$ cat config.mk
export PLATFORM = sky130hd
export DESIGN_NAME = tacd_decoder
export DESIGN_NICKNAME = d
export VERILOG_FILES = /design/src/tacd_pkg.sv /design/src/tacd_decoder.sv
export SDC_FILE = /design/constraint.sdc
export NUM_CORES = 1
export LEC_CHECK = 0
export BUFFER_PORTS_ARGS = -buffer_cell sky130_fd_sc_hd__buf_2
export CORE_ASPECT_RATIO = 0.5
export CORE_MARGIN = 3
export CORE_UTILIZATION = 49
export DETAILED_ROUTE_END_ITERATION = 7
export HOLD_SLACK_MARGIN = 0.02
export PLACE_DENSITY = 0.77
export SKIP_LAST_GASP = 1
export SYNTH_ARGS = -nofsm -noshare
export SYNTH_HDL_FRONTEND = slang
export SYNTH_SLANG_ARGS = --single-unit
$ cat constraint.sdc
create_clock -name pclk -period 2.2 [get_ports pclk]
set_clock_uncertainty 0.05 [all_clocks]
set_input_delay 0.44 -clock pclk [delete_from_list [all_inputs] [get_ports pclk]]
set_output_delay 0.44 -clock pclk [all_outputs]
set_load 0.03 [all_outputs]
$ cat src/tacd_pkg.sv
// constants and types for the touch converter control byte decoder
package tacd_pkg;
    // register byte offsets
    localparam logic [7:0] TACD_CONFIG_OFFSET = 8'h00;
    localparam logic [7:0] TACD_STATUS_OFFSET = 8'h04;
    localparam logic [7:0] TACD_COMMAND_OFFSET = 8'h08;
    localparam logic [7:0] TACD_RESULT_OFFSET = 8'h0c;
    localparam logic [31:0] TACD_CONFIG_RESET = 32'h0000_0001;
    localparam int TACD_CONFIG_ENABLE_POS = 0;
    // control byte fields
    localparam int TACD_START_POS = 7;
    localparam int TACD_CHANNEL_MSB = 6;
    localparam int TACD_CHANNEL_LSB = 4;
    localparam int TACD_RESOLUTION_POS = 3;
    localparam int TACD_REFMODE_POS = 2;
    localparam int TACD_REFPOWER_POS = 1;
    localparam int TACD_LOWPOWER_POS = 0;
    // serial clock counts
    localparam logic [3:0] TACD_BYTE_BITS = 4'h8;
    localparam logic [3:0] TACD_ACQUIRE_AFTER = 4'h5;
    localparam logic [3:0] TACD_FULL_BITS = 4'hc;
    localparam logic [3:0] TACD_SHORT_BITS = 4'h8;
    localparam logic [3:0] TACD_OVERLAP_LEAD = 4'h5;
    // panel measurement channels
    localparam logic [2:0] TACD_CH_Y = 3'h1;
    localparam logic [2:0] TACD_CH_Z1 = 3'h3;
    localparam logic [2:0] TACD_CH_Z2 = 3'h4;
    localparam logic [2:0] TACD_CH_X = 3'h5;
    // reset values
    localparam logic TACD_LOWPOWER_RESET = 1'b1;
    localparam logic TACD_REFPOWER_RESET = 1'b0;
    typedef enum logic [1:0] {TACD_RX_HUNT, TACD_RX_COLLECT, TACD_RX_ACQ_END} tacd_rx_type;
    typedef enum logic [1:0] {TACD_CV_IDLE, TACD_CV_BUSY, TACD_CV_SHIFT} tacd_cv_type;
endpackage

$ cat src/tacd_decoder.sv
// serial control byte decoder, power and touch alert control, apb status
`timescale 1ns/1ns
//
// Overview of operation
// ignore serial input until high start bit
// byte is start, channel, resolution, refmode, power
// channel and refmode steer mux, drivers, reference
// resolution bit low 12 bits, high 8
// refmode high single-ended, low differential
// differential reference from drivers, else reference pin
// new byte every 15th/11th serial clock
// host uses differential only for panel channels; the bench sends 8'hde, single-ended on channel X
// reference and converter powered independently
// reference power latched when busy rises
// host sends another byte to drop reference
// host waits after reference power-up
// power 00 auto power-down, alert on, Y-minus grounded
// power 01 reference off, converter on, alert off
// power 10 reference on, converter off, alert on
// power 11 all on, alert off
// power-down grounds Y, x-plus pulled up drives alert
// panel measurement: detach pull-up, alert low
// other measurements: alert held high
// low power bit set keeps touch detection off
// alert re-armed at end of conversion
// acquire three clocks, then convert twelve
// chip select high aborts, reference unchanged
// result shifted out msb first on falling edges
module tacd_decoder
    import tacd_pkg::*;
#(
    parameter int RESULT_WIDTH = 12
) (
    input wire logic pclk,
    input wire logic presetn,
    input wire logic pclk_en,
    input wire logic psel,
    input wire logic penable,
    input wire logic pwrite,
    input wire logic [7:0] paddr,
    input wire logic [31:0] pwdata,
    output logic [31:0] prdata,
    output logic pready,
    output logic pslverr,
    input wire logic serial_clock_in,
    input wire logic chip_select_n_in,
    input wire logic serial_data_in,
    input wire logic xplus_sense_in,
    input wire logic [11:0] conv_result_in,
    output logic serial_data_out,
    output logic serial_data_oe,
    output logic busy_out,
    output logic busy_oe,
    output logic touch_alert_out,
    output logic acquire_out,
    output logic convert_out,
    output logic [2:0] channel_select_bits,
    output logic reference_mode_bit,
    output logic resolution_8bit,
    output logic reference_power_on,
    output logic converter_power_on,
    output logic panel_drivers_on,
    output logic reference_from_drivers,
    output logic y_minus_ground,
    output logic xplus_pullup_on
);
    // only the 12-bit result path is built; refuse anything else at elaboration
    if (RESULT_WIDTH != 12) begin : g_width_check
        $error("tacd_decoder serves a 12-bit result only");
    end

    ////////////////////////////////////////////////////////////////////////
    // pin synchronisers: first stage feeds only the second
    logic [3:0] sync1;
    logic [3:0] sync2;
    logic sclk_prev;
    always_ff @(posedge pclk or negedge presetn) begin
        if (!presetn) begin
            // serial clock bit resets to its idle low level: no false edge
            sync1 <= 4'he;
            sync2 <= 4'he;
            sclk_prev <= 1'b0;
        end else if (pclk_en) begin
            sync1 <= {xplus_sense_in, serial_data_in, chip_select_n_in, serial_clock_in};
            sync2 <= sync1;
            sclk_prev <= sync2[0];
        end
    end
    logic cs_active;
    logic sclk_rise;
    logic sclk_fall;
    logic din;
    logic [31:0] config_reg;
    assign cs_active = !sync2[1] && config_reg[TACD_CONFIG_ENABLE_POS];
    assign sclk_rise = sync2[0] && !sclk_prev && cs_active;
    assign sclk_fall = !sync2[0] && sclk_prev && cs_active;
    assign din = sync2[2];

    ////////////////////////////////////////////////////////////////////////
    // command receiver
    tacd_rx_type rx_state;
    tacd_cv_type cv_state;
    logic [7:0] rx_shift;
    logic [3:0] rx_count;
    logic [3:0] cv_count;
    logic [3:0] cv_bits;
    logic start_ok;
    // overlap: next start allowed once enough result bits are out
    assign cv_bits = resolution_8bit ? TACD_SHORT_BITS : TACD_FULL_BITS;
    assign start_ok = (cv_state == TACD_CV_IDLE) ||
        (cv_state == TACD_CV_SHIFT && cv_count >= cv_bits - TACD_OVERLAP_LEAD);
    logic load;
    assign load = (rx_state == TACD_RX_ACQ_END) && sclk_fall;

    always_ff @(posedge pclk or negedge presetn) begin
        if (!presetn) begin
            rx_state <= TACD_RX_HUNT;
            rx_shift <= 8'h00;
            rx_count <= 4'h0;
        end else if (pclk_en) begin
            if (!cs_active) begin
                rx_state <= TACD_RX_HUNT;
                rx_count <= 4'h0;
            end else begin
                unique case (rx_state)
                    TACD_RX_HUNT: begin
                        // low bits before the start marker are dropped
                        if (sclk_rise && din && start_ok) begin
                            rx_state <= TACD_RX_COLLECT;
                            rx_shift <= 8'h01;
                            rx_count <= 4'h1;
                        end
                    end
                    TACD_RX_COLLECT: begin
                        if (sclk_rise) begin
                            rx_shift <= {rx_shift[6:0], din};
                            rx_count <= rx_count + 4'h1;
                            if (rx_count == TACD_BYTE_BITS - 4'h1) begin
                                rx_state <= TACD_RX_ACQ_END;
                            end
                        end
                    end
                    TACD_RX_ACQ_END: begin
                        if (sclk_fall) begin
                            rx_state <= TACD_RX_HUNT;
                            rx_count <= 4'h0;
                        end
                    end
                endcase
            end
        end
    end

    ////////////////////////////////////////////////////////////////////////
    // converter sequencer and result shifter
    logic [11:0] out_shift;
    logic [7:0] cmd_last;
    logic [11:0] result_last;
    logic eoc;
    assign eoc = (cv_state == TACD_CV_SHIFT) && sclk_fall && (cv_count == cv_bits - 4'h1);
    always_ff @(posedge pclk or negedge presetn) begin
        if (!presetn) begin
            cv_state <= TACD_CV_IDLE;
            cv_count <= 4'h0;
            out_shift <= 12'h000;
            serial_data_out <= 1'b0;
            cmd_last <= 8'h00;
            result_last <= 12'h000;
        end else if (pclk_en) begin
            if (!cs_active) begin
                cv_state <= TACD_CV_IDLE;
                cv_count <= 4'h0;
                serial_data_out <= 1'b0;
            end else if (load) begin
                // busy rises: capture the sample and the command
                cv_state <= TACD_CV_BUSY;
                cv_count <= 4'h0;
                cmd_last <= rx_shift;
                result_last <= conv_result_in;
                out_shift <= conv_result_in;
                serial_data_out <= 1'b0;
            end else if (sclk_fall) begin
                unique case (cv_state)
                    TACD_CV_IDLE: begin
                        serial_data_out <= 1'b0;
                    end
                    TACD_CV_BUSY, TACD_CV_SHIFT: begin
                        serial_data_out <= out_shift[11];
                        out_shift <= {out_shift[10:0], 1'b0};
                        cv_count <= cv_count + 4'h1;
                        if (eoc) begin
                            cv_state <= TACD_CV_IDLE;
                        end else begin
                            cv_state <= TACD_CV_SHIFT;
                        end
                    end
                endcase
            end
        end
    end

    ////////////////////////////////////////////////////////////////////////
    // power, reference latch and touch alert arming
    logic low_power_last;
    logic alert_armed;
    always_ff @(posedge pclk or negedge presetn) begin
        if (!presetn) begin
            reference_power_on <= TACD_REFPOWER_RESET;
            low_power_last <= TACD_LOWPOWER_RESET;
        end else if (pclk_en && load) begin
            // reference follows only at busy rise, not at chip select
            reference_power_on <= rx_shift[TACD_REFPOWER_POS];
            low_power_last <= rx_shift[TACD_LOWPOWER_POS];
        end
    end
    // measurement start disarms; end of conversion rearms if low power bit clear
    always_ff @(posedge pclk or negedge presetn) begin
        if (!presetn) begin
            alert_armed <= 1'b0;
        end else if (pclk_en) begin
            if (eoc) begin
                alert_armed <= !low_power_last;
            end else if (!cs_active && rx_state != TACD_RX_HUNT) begin
                alert_armed <= !low_power_last;
            end else if (rx_state == TACD_RX_COLLECT && rx_count == TACD_ACQUIRE_AFTER) begin
                alert_armed <= 1'b0;
            end
        end
    end

    ////////////////////////////////////////////////////////////////////////
    // registered analog control outputs
    logic next_acquire;
    logic next_convert;
    logic [2:0] next_channel;
    logic next_refmode;
    logic panel_channel;
    logic [7:0] acq_view;
    always_comb begin
        // bits received so far moved to their places in the byte
        acq_view = rx_shift << (4'h8 - rx_count);
        next_acquire = (rx_state == TACD_RX_COLLECT && rx_count >= TACD_ACQUIRE_AFTER)
            || rx_state == TACD_RX_ACQ_END;
        next_convert = cv_state != TACD_CV_IDLE;
        // while acquiring, the arriving byte steers the mux
        if (next_acquire) begin
            next_channel = acq_view[TACD_CHANNEL_MSB:TACD_CHANNEL_LSB];
            next_refmode = (rx_count > TACD_ACQUIRE_AFTER) ?
                acq_view[TACD_REFMODE_POS] : cmd_last[TACD_REFMODE_POS];
        end else begin
            next_channel = cmd_last[TACD_CHANNEL_MSB:TACD_CHANNEL_LSB];
            next_refmode = cmd_last[TACD_REFMODE_POS];
        end
        panel_channel = next_channel == TACD_CH_X || next_channel == TACD_CH_Y ||
            next_channel == TACD_CH_Z1 || next_channel == TACD_CH_Z2;
    end

    always_ff @(posedge pclk or negedge presetn) begin
        if (!presetn) begin
            acquire_out <= 1'b0;
            convert_out <= 1'b0;
            channel_select_bits <= 3'h0;
            reference_mode_bit <= 1'b0;
            resolution_8bit <= 1'b0;
            converter_power_on <= 1'b1;
            panel_drivers_on <= 1'b0;
            reference_from_drivers <= 1'b0;
            y_minus_ground <= 1'b0;
            xplus_pullup_on <= 1'b0;
            touch_alert_out <= 1'b1;
            busy_out <= 1'b0;
        end else if (pclk_en) begin
            acquire_out <= next_acquire;
            convert_out <= next_convert;
            channel_select_bits <= next_channel;
            reference_mode_bit <= next_refmode;
            resolution_8bit <= cmd_last[TACD_RESOLUTION_POS];
            converter_power_on <= low_power_last || next_acquire || next_convert;
            // single-ended drops drivers once the sample is held
            panel_drivers_on <= panel_channel &&
                (next_acquire || (next_convert && !next_refmode));
            reference_from_drivers <= !next_refmode;
            y_minus_ground <= alert_armed;
            xplus_pullup_on <= alert_armed && !next_acquire && !next_convert;
            if (alert_armed && !next_acquire && !next_convert) begin
                touch_alert_out <= sync2[3];
            end else if (panel_channel) begin
                touch_alert_out <= 1'b0;
            end else begin
                touch_alert_out <= 1'b1;
            end
            busy_out <= cv_state == TACD_CV_BUSY;
        end
    end
    assign serial_data_oe = cs_active;
    assign busy_oe = cs_active;

    ////////////////////////////////////////////////////////////////////////
    // apb slave, zero wait states
    logic mapped;
    assign mapped = paddr == TACD_CONFIG_OFFSET || paddr == TACD_STATUS_OFFSET ||
        paddr == TACD_COMMAND_OFFSET || paddr == TACD_RESULT_OFFSET;
    assign pready = 1'b1;
    assign pslverr = psel && penable && !mapped;
    always_ff @(posedge pclk or negedge presetn) begin
        if (!presetn) begin
            config_reg <= TACD_CONFIG_RESET;
        end else if (pclk_en && psel && penable && pwrite && paddr == TACD_CONFIG_OFFSET) begin
            config_reg <= {31'h0, pwdata[TACD_CONFIG_ENABLE_POS]};
        end
    end
    // read data settles in the setup cycle so the access edge sees a flop
    always_ff @(posedge pclk or negedge presetn) begin
        if (!presetn) begin
            prdata <= 32'h0;
        end else if (pclk_en && psel && !penable) begin
            unique case (paddr)
                TACD_CONFIG_OFFSET: prdata <= config_reg;
                TACD_STATUS_OFFSET: prdata <= {24'h0, alert_armed, reference_power_on,
                    low_power_last, cs_active, 2'(cv_state), 2'(rx_state)};
                TACD_COMMAND_OFFSET: prdata <= {24'h0, cmd_last};
                TACD_RESULT_OFFSET: prdata <= {20'h0, result_last};
                default: prdata <= 32'h0;
            endcase
        end
    end
endmodule

### After elaboration in Yosys (flattened, before gate mapping)

Index checks and enable logic that the tools add are counted.

| word-level totals | value |
|---|---|
| register bits after elaboration | 112 |
| word-level logic and storage cells | 165 |
| output and inout port bits | 52 |
| bits of input ports | 62 |

| cells by class | value |
|---|---|
| equality and inequality tests | 22 |
| reductions and logical operators | 65 |
| shifts and indexed selects | 1 |
| $add $sub $neg | 5 |
| magnitude comparators | 3 |
| muxes and demuxes | 40 |

Operators with widths:

| operator | number |
|---|---|
| case mux 12 bit (4 select lines) | 1 |
| two-way mux 12 bit | 3 |
| two-way mux 4 bit | 8 |
| logical AND 1 bit | 26 |
| two-way mux 2 bit | 10 |
| == test 8 x 4 -> 1 bit (second input constant) | 2 |
| two-way mux 8 bit | 2 |
| case mux 8 bit (2 select lines) | 1 |
| != test 3 bit (second input constant) | 4 |
| case mux 4 bit (3 select lines) | 1 |
| logical OR 1 bit | 11 |
| logical NOT 1 bit | 10 |
| two-way mux 1 bit | 10 |
| AND reduction 5 bit | 2 |
| nonzero test 2 bit | 5 |
| adder 4 x 1 -> 4 bit (second input constant) | 2 |
| == test 4 x 3 -> 1 bit (second input constant) | 2 |
| == test 8 x 3 -> 1 bit (second input constant) | 1 |
| logical NOT 8 bit | 1 |
| AND reduction 4 bit | 2 |
| << shifter 8 x 4 -> 7 bit | 1 |
| == test 3 bit (second input constant) | 2 |
| two-way mux 3 bit | 2 |
| != test 3 x 1 -> 1 bit (second input constant) | 2 |
| 19 further kinds | 25 |

### Depth between registers and ports, before layout

Gate-level depths: netlist of run 1.

| logic depth | value |
|---|---|
| word-level depth | 10 |
| mapped depth | 10 |
| mapped depth without buffers | 8 |

### Worst setup path before layout of run 1

No wires, ideal clock.

| timing | value |
|---|---|
| path type | register to register |
| from | register rx_count[0] |
| to | register panel_drivers_on |
| period minus slack after synthesis | 2.201 ns |
| library setup time | 0.122 ns |
| path buffers | 2 |
| arrival time | 2.029 ns |
| setup slack | -0.001 ns |
| data required time | 2.028 ns |
| stages on the path, launching flop included | 10 |
| cells stage by stage | dfrtp_1 -> buf_6 -> inv_1 -> ha_1 -> clkbuf_1 -> or3_1 -> a21o_1 -> nor3b_2 -> a31oi_1 -> a32o_1 |

| between the ends | value |
|---|---|
| longest elaborated chain between the ends | 9 |
| elaborated cells between the ends (all ways) | 20 |
| classes of those cells | add/sub (1); order compare (2); eq/ne (4); shift (1); mux (3); reduce/logical (9) |

RTL lines:

| item | line | source |
|---|---|---|
| start: declaration | tacd_decoder.sv:104 | `logic [3:0] rx_count;` |
| start signal: assignment | tacd_decoder.sv:137 | `rx_count <= rx_count + 4'h1;` |
| parallel branches: the longest is 8 deep, another holds subtractor 4 bit | -- |  |
| logical AND 1 bit (*) | tacd_decoder.sv:280 | `panel_drivers_on <= panel_channel &&` |
| end signal: assignment | tacd_decoder.sv:280 |  |
| end: declaration | tacd_decoder.sv:62 | `output logic panel_drivers_on,` |

Every way passes the cells marked *.
A chain may end at the register's enable or synchronous reset.

### Final worst setup path of run 1

Same ends and word-level chain as after synthesis.

==> results.md, run 1 <==
* Post-DP HPWL at 7809 µm
* Final core utilization at 61.39%
* Vias per cell at 5.368
* Clk pwr share at 43.3%
* Initial core utilization at 52.28%
* Post-synth EDFFs at 0
* Most common cell after layout, fill and taps aside: dfrtp_1
* P per Cell Area at 636.9 nW/µm²
* Chip Width at 144.9 µm
* DR iter-0 viols at 183
* CTS Buffer Depth at 2
* Net Sw Frac at 26.23%
* CP startpoint kind: flip-flop
* Die ar. at 10930 µm²
* CTS Root Cell: clkbuf_16
* TritonCTS buffer count at 9
* VDD IR max at 0.3811 mV
* Synthesized flop and latch total at 92
* Port Buffer Count at 61
* Largest area contributor in the netlist: dfrtp_1
* Synthesis-to-finish area growth at 17.42%
* Gr usage total at 20.42%
* Detail Route Antenna Nets at 0
* Yosys Warn Count at 0
* Worst Hold Class: input port to flip-flop
* Clk_lat worst skew at 0.35 ns
* Synth Instances at 452
* Final Max Slew Viols at 0
* Routability congestion estimate at 0.8427
* Worst-path clk slew at 0.07 ns
* Initial antenna violation count at 0
* Final wirelength at 10810 µm
* Ant diodes at 0
* DRC Markers at 0
* Fin. Hold Viols at 0
* Status: finished, final reports clean
* Main area contributors after synthesis: dfrtp_1, mux2_2, dfstp_2, o21ai_0, buf_4
* Comb pwr share at 7.3%
* DRT Pass-1 Iters at 4
* Slew margin rel. at 67.20%
* Most frequent cells in the layout: dfrtp_1, buf_2, o21ai_0, nand2_1
* Seq/Total Area, Yosys at 48.98%
* Tmin final at 2.127 ns
* Int Power at 0.002607 W
* Total placed cells including tap cells at 642
* Total gr overflow at 0
* Setup violations, final at 0
* Layout Nets at 600
* First-pass GRT wire length at 17060 µm
* Via count at 3548
* WL/cell at 16.36 µm
* Synth cell types at 54
* Critical Setup Path Class: flip-flop to flip-flop
* Fmax at 470.2 MHz
* Yosys top cell area share at 43.42%
* Fin crit share at 96.67%
* # rows at 24
* Largest net degree at the start of global routing at 40
* Die Y at 75.44 µm
* Hold Crit Depth at 2
* CP required at 2.39 ns
* Avg Cell Area, Syn at 10.46 µm²
* Seq pwr share at 49.5%
* Share of layout cells above drive strength 1 at 30.32%
* Synthesized area at 4726 µm²
* LEAKAGE at 2.660 nW
* Filler cells at 762
* Clock sinks at 92
* Worst-margin pin slew at 0.4869 ns
* Final cell count without fillers at 661
* Setup crit end kind: flip-flop
* R2R depth at 8
* Core area at 9039 µm²
* Crit path DAT at 2.32 ns
* # IOs at 114
* Number of max-cap violations at 0
* Htree depth at 3
* CTS tree: built
* Number of global-route vias before repair at 3333
* Async SR Flop Fraction at 100.0%
* Largest registers: out_shift x12, prdata x12, result_last x12
* Dominant synthesized flop cell: dfrtp_1
* Sw Pwr at 0.0009272 W
* RSZ-0062 raised after global routing: true
* Max Fanout on Critical Path at 5
-- worst max-delay path, cell delays in order, from the launching register on --
cell and delay, ns:
dfrtp_1 0.42, inv_1 0.12, ha_4 0.18, xor2_4 0.23
mux2_4 0.34, mux2i_2 0.19, nor3b_2 0.19, a31oi_1 0.07
a32o_1 0.24
-- Yosys cell counts (all sizes together), types with 4 or more instances --
master	number
o21ai	49
a21oi	21
inv	27
nand2	35
o31ai	4
dfrtp	82
a22o	5
nand3b	4
dfstp	10
nor2b	5
a32o	4
clkbuf	12
nand2b	5
buf	32
ha	12
nor2	30
mux2i	17
nand3	10
mux2	37
a22oi	7
-- final cells by class --
class | count | area, µm² | share of cell area [%]
clock inverters | 7 | 66.31 | 1.195
multi-input cells | 307 | 2125 | 38.29
repair buffers | 88 | 550.5 | 9.921
well taps | 130 | 162.7 | 2.931
flip-flops and latches | 92 | 2315 | 41.71
clock buffers | 9 | 225.2 | 4.059
inverters | 28 | 105.1 | 1.894
-- timing repair --
item / 4_1_cts / 5_1_grt
setup buffers: 0 / 2
endpoints found under the setup margin: 1 / 3
hold buffers: 1 / 0
hold endpoints to repair: 15 / 0
gates resized for setup: 1 / 4
pin swaps: 0 / 1
-- power groups by stage --
stage,Combinational [W],Clock [W],Sequential (W)
2_1_floorplan,0.000165,0,0.00179
3_3_place_gp,0.000252,0,0.00178
3_5_place_dp,0.000255,0,0.00178
4_1_cts,0.000258,0.00157,0.00175
5_1_grt,0.000282,0.00163,0.00175
6_report,0.000257,0.00153,0.00175
-- path summary, 6_finish.rpt --
path	from	to	slack, ns
max in group asynchronous	presetn	sync2[1]	1.06
worst min register to register	prdata[0]	prdata[0]	0.43
worst max register to register	rx_count[0]	panel_drivers_on	0.07
worst max-delay path	rx_count[0]	panel_drivers_on	0.07
min in group asynchronous	presetn	rx_shift[2]	0.45
worst min-delay path	pwdata[0]	config_reg[0]	0.27
-- metal layers --
| layer | track usage, % | vias to the layer above | wire (µm) |
|---|---|---|---|
| met3 | 5.078 | 11 | 530 |
| met1 | 29.90 | 1750 | 5454 |
| met4 | 5.067 | 0 | 122 |
| li1 | - | 1684 | - |
| met2 | 30.82 | 103 | 4706 |
| met5 | 0 | - | 0 |
-- per-stage QoR --
stage	total power, W	setup WS [ns]	TNS [ns]	cell area [µm²]	hold WS, ns
finish	0.003534	0.07319	0	5549	0.2690
global placement	0.002030	0.09213	0	5207	0.2770
global route	0.003663	-0.003699	-0.003699	5549	0.2678
CTS	0.003571	0.01624	0	5514	0.2571
floorplan	0.001957	0.0008351	0	4798	0.09441
detailed placement	0.002034	0.02417	0	5207	0.2845
-- cells by family after synthesis --
kind of cell,count (synthesis),synth area share [%]
AND/OR/NAND/NOR,107,10.96
XOR/XNOR,3,0.9533
multiplexers,56,13.45
other,2,0.1589
flip-flops,92,48.98
AO/OA/AOI/OAI,108,14.22
adder cells (fa/ha/maj),12,3.177
buffers and inverters,72,8.101
Note: power is estimated with default switching activity, not from simulation.
==> inputs of run 2 (changes only) <==
--- a/config.mk
+++ b/config.mk
@@ -5,13 +5,13 @@
 export SDC_FILE = /design/constraint.sdc
 export NUM_CORES = 1
 export LEC_CHECK = 0
-export BUFFER_PORTS_ARGS = -buffer_cell sky130_fd_sc_hd__buf_2
 export CORE_ASPECT_RATIO = 0.5
 export CORE_MARGIN = 3
-export CORE_UTILIZATION = 49
+export CORE_UTILIZATION = 57
 export DETAILED_ROUTE_END_ITERATION = 7
+export DONT_BUFFER_PORTS = 1
 export HOLD_SLACK_MARGIN = 0.02
-export PLACE_DENSITY = 0.77
+export PLACE_DENSITY = 0.75
 export SKIP_LAST_GASP = 1
 export SYNTH_ARGS = -nofsm -noshare
 export SYNTH_HDL_FRONTEND = slang
==> run 2 against run 1 <==
Compared with the run above:
- the run now ends with hold timing left
- routed wire length down 6.2%
- die area fell by 13%
- via count is 6.7% lower
- critical endpoint unchanged
- largest cell class unchanged
==> results.md, run 2 (synthesis gave the netlist of run 1 again) <==
* Status: complete, but fails checks
* Failing checks: hold timing
* # IOs at 114
* CP peak stage delay at 0.41 ns
* Htree depth at 3
* CP required at 2.38 ns
* CTS tree: built
* Total gr overflow at 0
* Total placed cells including tap cells at 557
* Layout Nets at 537
* Clk_lat worst skew at 0.34 ns
* DR iter-0 viols at 215
* Detail Route Antenna Nets at 0
* Die Y at 70.39 µm
* Number of global-route vias before repair at 3106
* CTS Buffer Depth at 2
* Max Fanout on Critical Path at 5
* CP startpoint kind: flip-flop
* Gr usage total at 22.16%
* Die ar. at 9486 µm²
* Final core utilization at 67.61%
* Slew margin rel. at 65.61%
* Setup TNS at 0 ns
* Ant diodes at 0
* Setup crit end kind: flip-flop
* Routability congestion estimate at 0.8301
* RSZ-0062 raised after global routing: true
* Worst-path clk slew at 0.07 ns
* Total power at 0.003513 W
* Largest registers: out_shift x12, prdata x12, result_last x12
* Synthesis-to-finish area growth at 9.876%
* Via count at 3311
* Largest net degree at the start of global routing at 93
* Port Buffer Count at 0
* Tmin final at 2.121 ns
* Final cell count without fillers at 576
* WL/cell at 17.60 µm
* Vias per cell at 5.748
* Clock sinks at 92
* First-pass GRT wire length at 16160 µm
* Share of layout cells above drive strength 1 at 20.94%
* Critical Setup Path Class: flip-flop to flip-flop
* LEAKAGE at 2.388 nW
* Setup violations, final at 0
* Cells along the critical path: inv_1, ha_4, xor2_4, mux2_4, mux2i_1, nor3b_2, a31oi_1, a32o_1
* Initial core utilization at 61.53%
* Core area at 7680 µm²
* Worst Hold Class: input port to asynchronous set/reset pin
* Fmax at 471.4 MHz
* VDD IR max at 0.5525 mV
* Number of max-cap violations at 0
* Post-DP HPWL at 7187 µm
* Initial antenna violation count at 0
* Most frequent cells in the layout: dfrtp_1, o21ai_0, nand2_1, nor2_1, mux2_2
* P per Cell Area at 676.6 nW/µm²
* Fin. Hold Viols at 92
* Final Max Slew Viols at 0
* Final worst setup slack at 0.07862 ns
* DRT Pass-1 Iters at 4
* Crit-path slowest cell: dfrtp_1
* CTS Root Cell: clkbuf_16
* Most common cell after layout, fill and taps aside: dfrtp_1
* Final wirelength at 10140 µm
* Worst-margin pin slew at 0.5148 ns
* # rows at 22
* Worst Hold Slack at -0.2706 ns
* TritonCTS buffer count at 9
* Pre-CTS setup slack at -0.01089 ns
* Chip Width at 134.8 µm
* Crit path DAT at 2.30 ns
* Fin crit share at 96.43%
* DRC Markers at 0
## run 2: power by group
| part | internal [W] | switching [W] |
|---|---|---|
| Combinational | 0.0000475 | 0.0000951 |
| Clock | 0.000951 | 0.000653 |
| Sequential | 0.00173 | 0.0000352 |
## run 2: repair_timing
action,in CTS,in global routing
buffers inserted,0,3
endpoints found under the hold margin,92,92
gates resized for setup,1,4
endpoints found under the setup margin,1,6
gates cloned,0,0
## run 2: final timing paths
path / startpoint / to / slack, ns / cells after the start
hold / removal: presetn / out_shift[3] / -0.27 / 0
max in group asynchronous: presetn / sync2[3] / 2.15 / 0
setup / recovery: rx_count[0] / panel_drivers_on / 0.08 / 8
hold reg to reg: sync1[0] / sync2[0] / 0.42 / 2
min in group pclk: pclk_en / sync2[2] / 0.12 / 1
setup reg to reg: rx_count[0] / panel_drivers_on / 0.08 / 8
## run 2: layer usage
metal | vias up | GRT usage (%) | routed length, µm
met5 | - | 0 | 0
met4 | 0 | 5.530 | 110
met3 | 8 | 8.561 | 1050
met2 | 127 | 32.04 | 4266
met1 | 1612 | 31.39 | 4711
li1 | 1564 | - | -
## run 2: per-stage QoR
step                      hold WS [ns]  cell area (µm²)
final                          -0.2706             5192
after global routing           -0.2902             5192
after CTS                      -0.2843             5147
after detailed placement       0.09705             4832
after global placement         0.09648             4832
after floorplan                0.09441             4798
## run 2: cell type report
| class | count | area [µm²] |
|---|---|---|
| flip-flops and latches | 92 | 2315 |
| inverters | 28 | 105.1 |
| multi-input cells | 307 | 2125 |
| well taps | 108 | 135.1 |
| clock inverters | 4 | 56.30 |
| clock buffers | 12 | 256.5 |
| fillers | 595 | 2487 |
| repair buffers | 25 | 200.2 |
## run 2: worst max-delay path: cells and delay by family (launching register included)
family                     cells  cell delay (ns)
AOI/OAI and AO/OA              2             0.32
xor gates and xnor gates       1             0.23
adders and majority gates      1             0.20
buffers and inverters          1             0.11
DFF                            1             0.41
muxes                          2             0.51
and+or+nand+nor                1             0.19
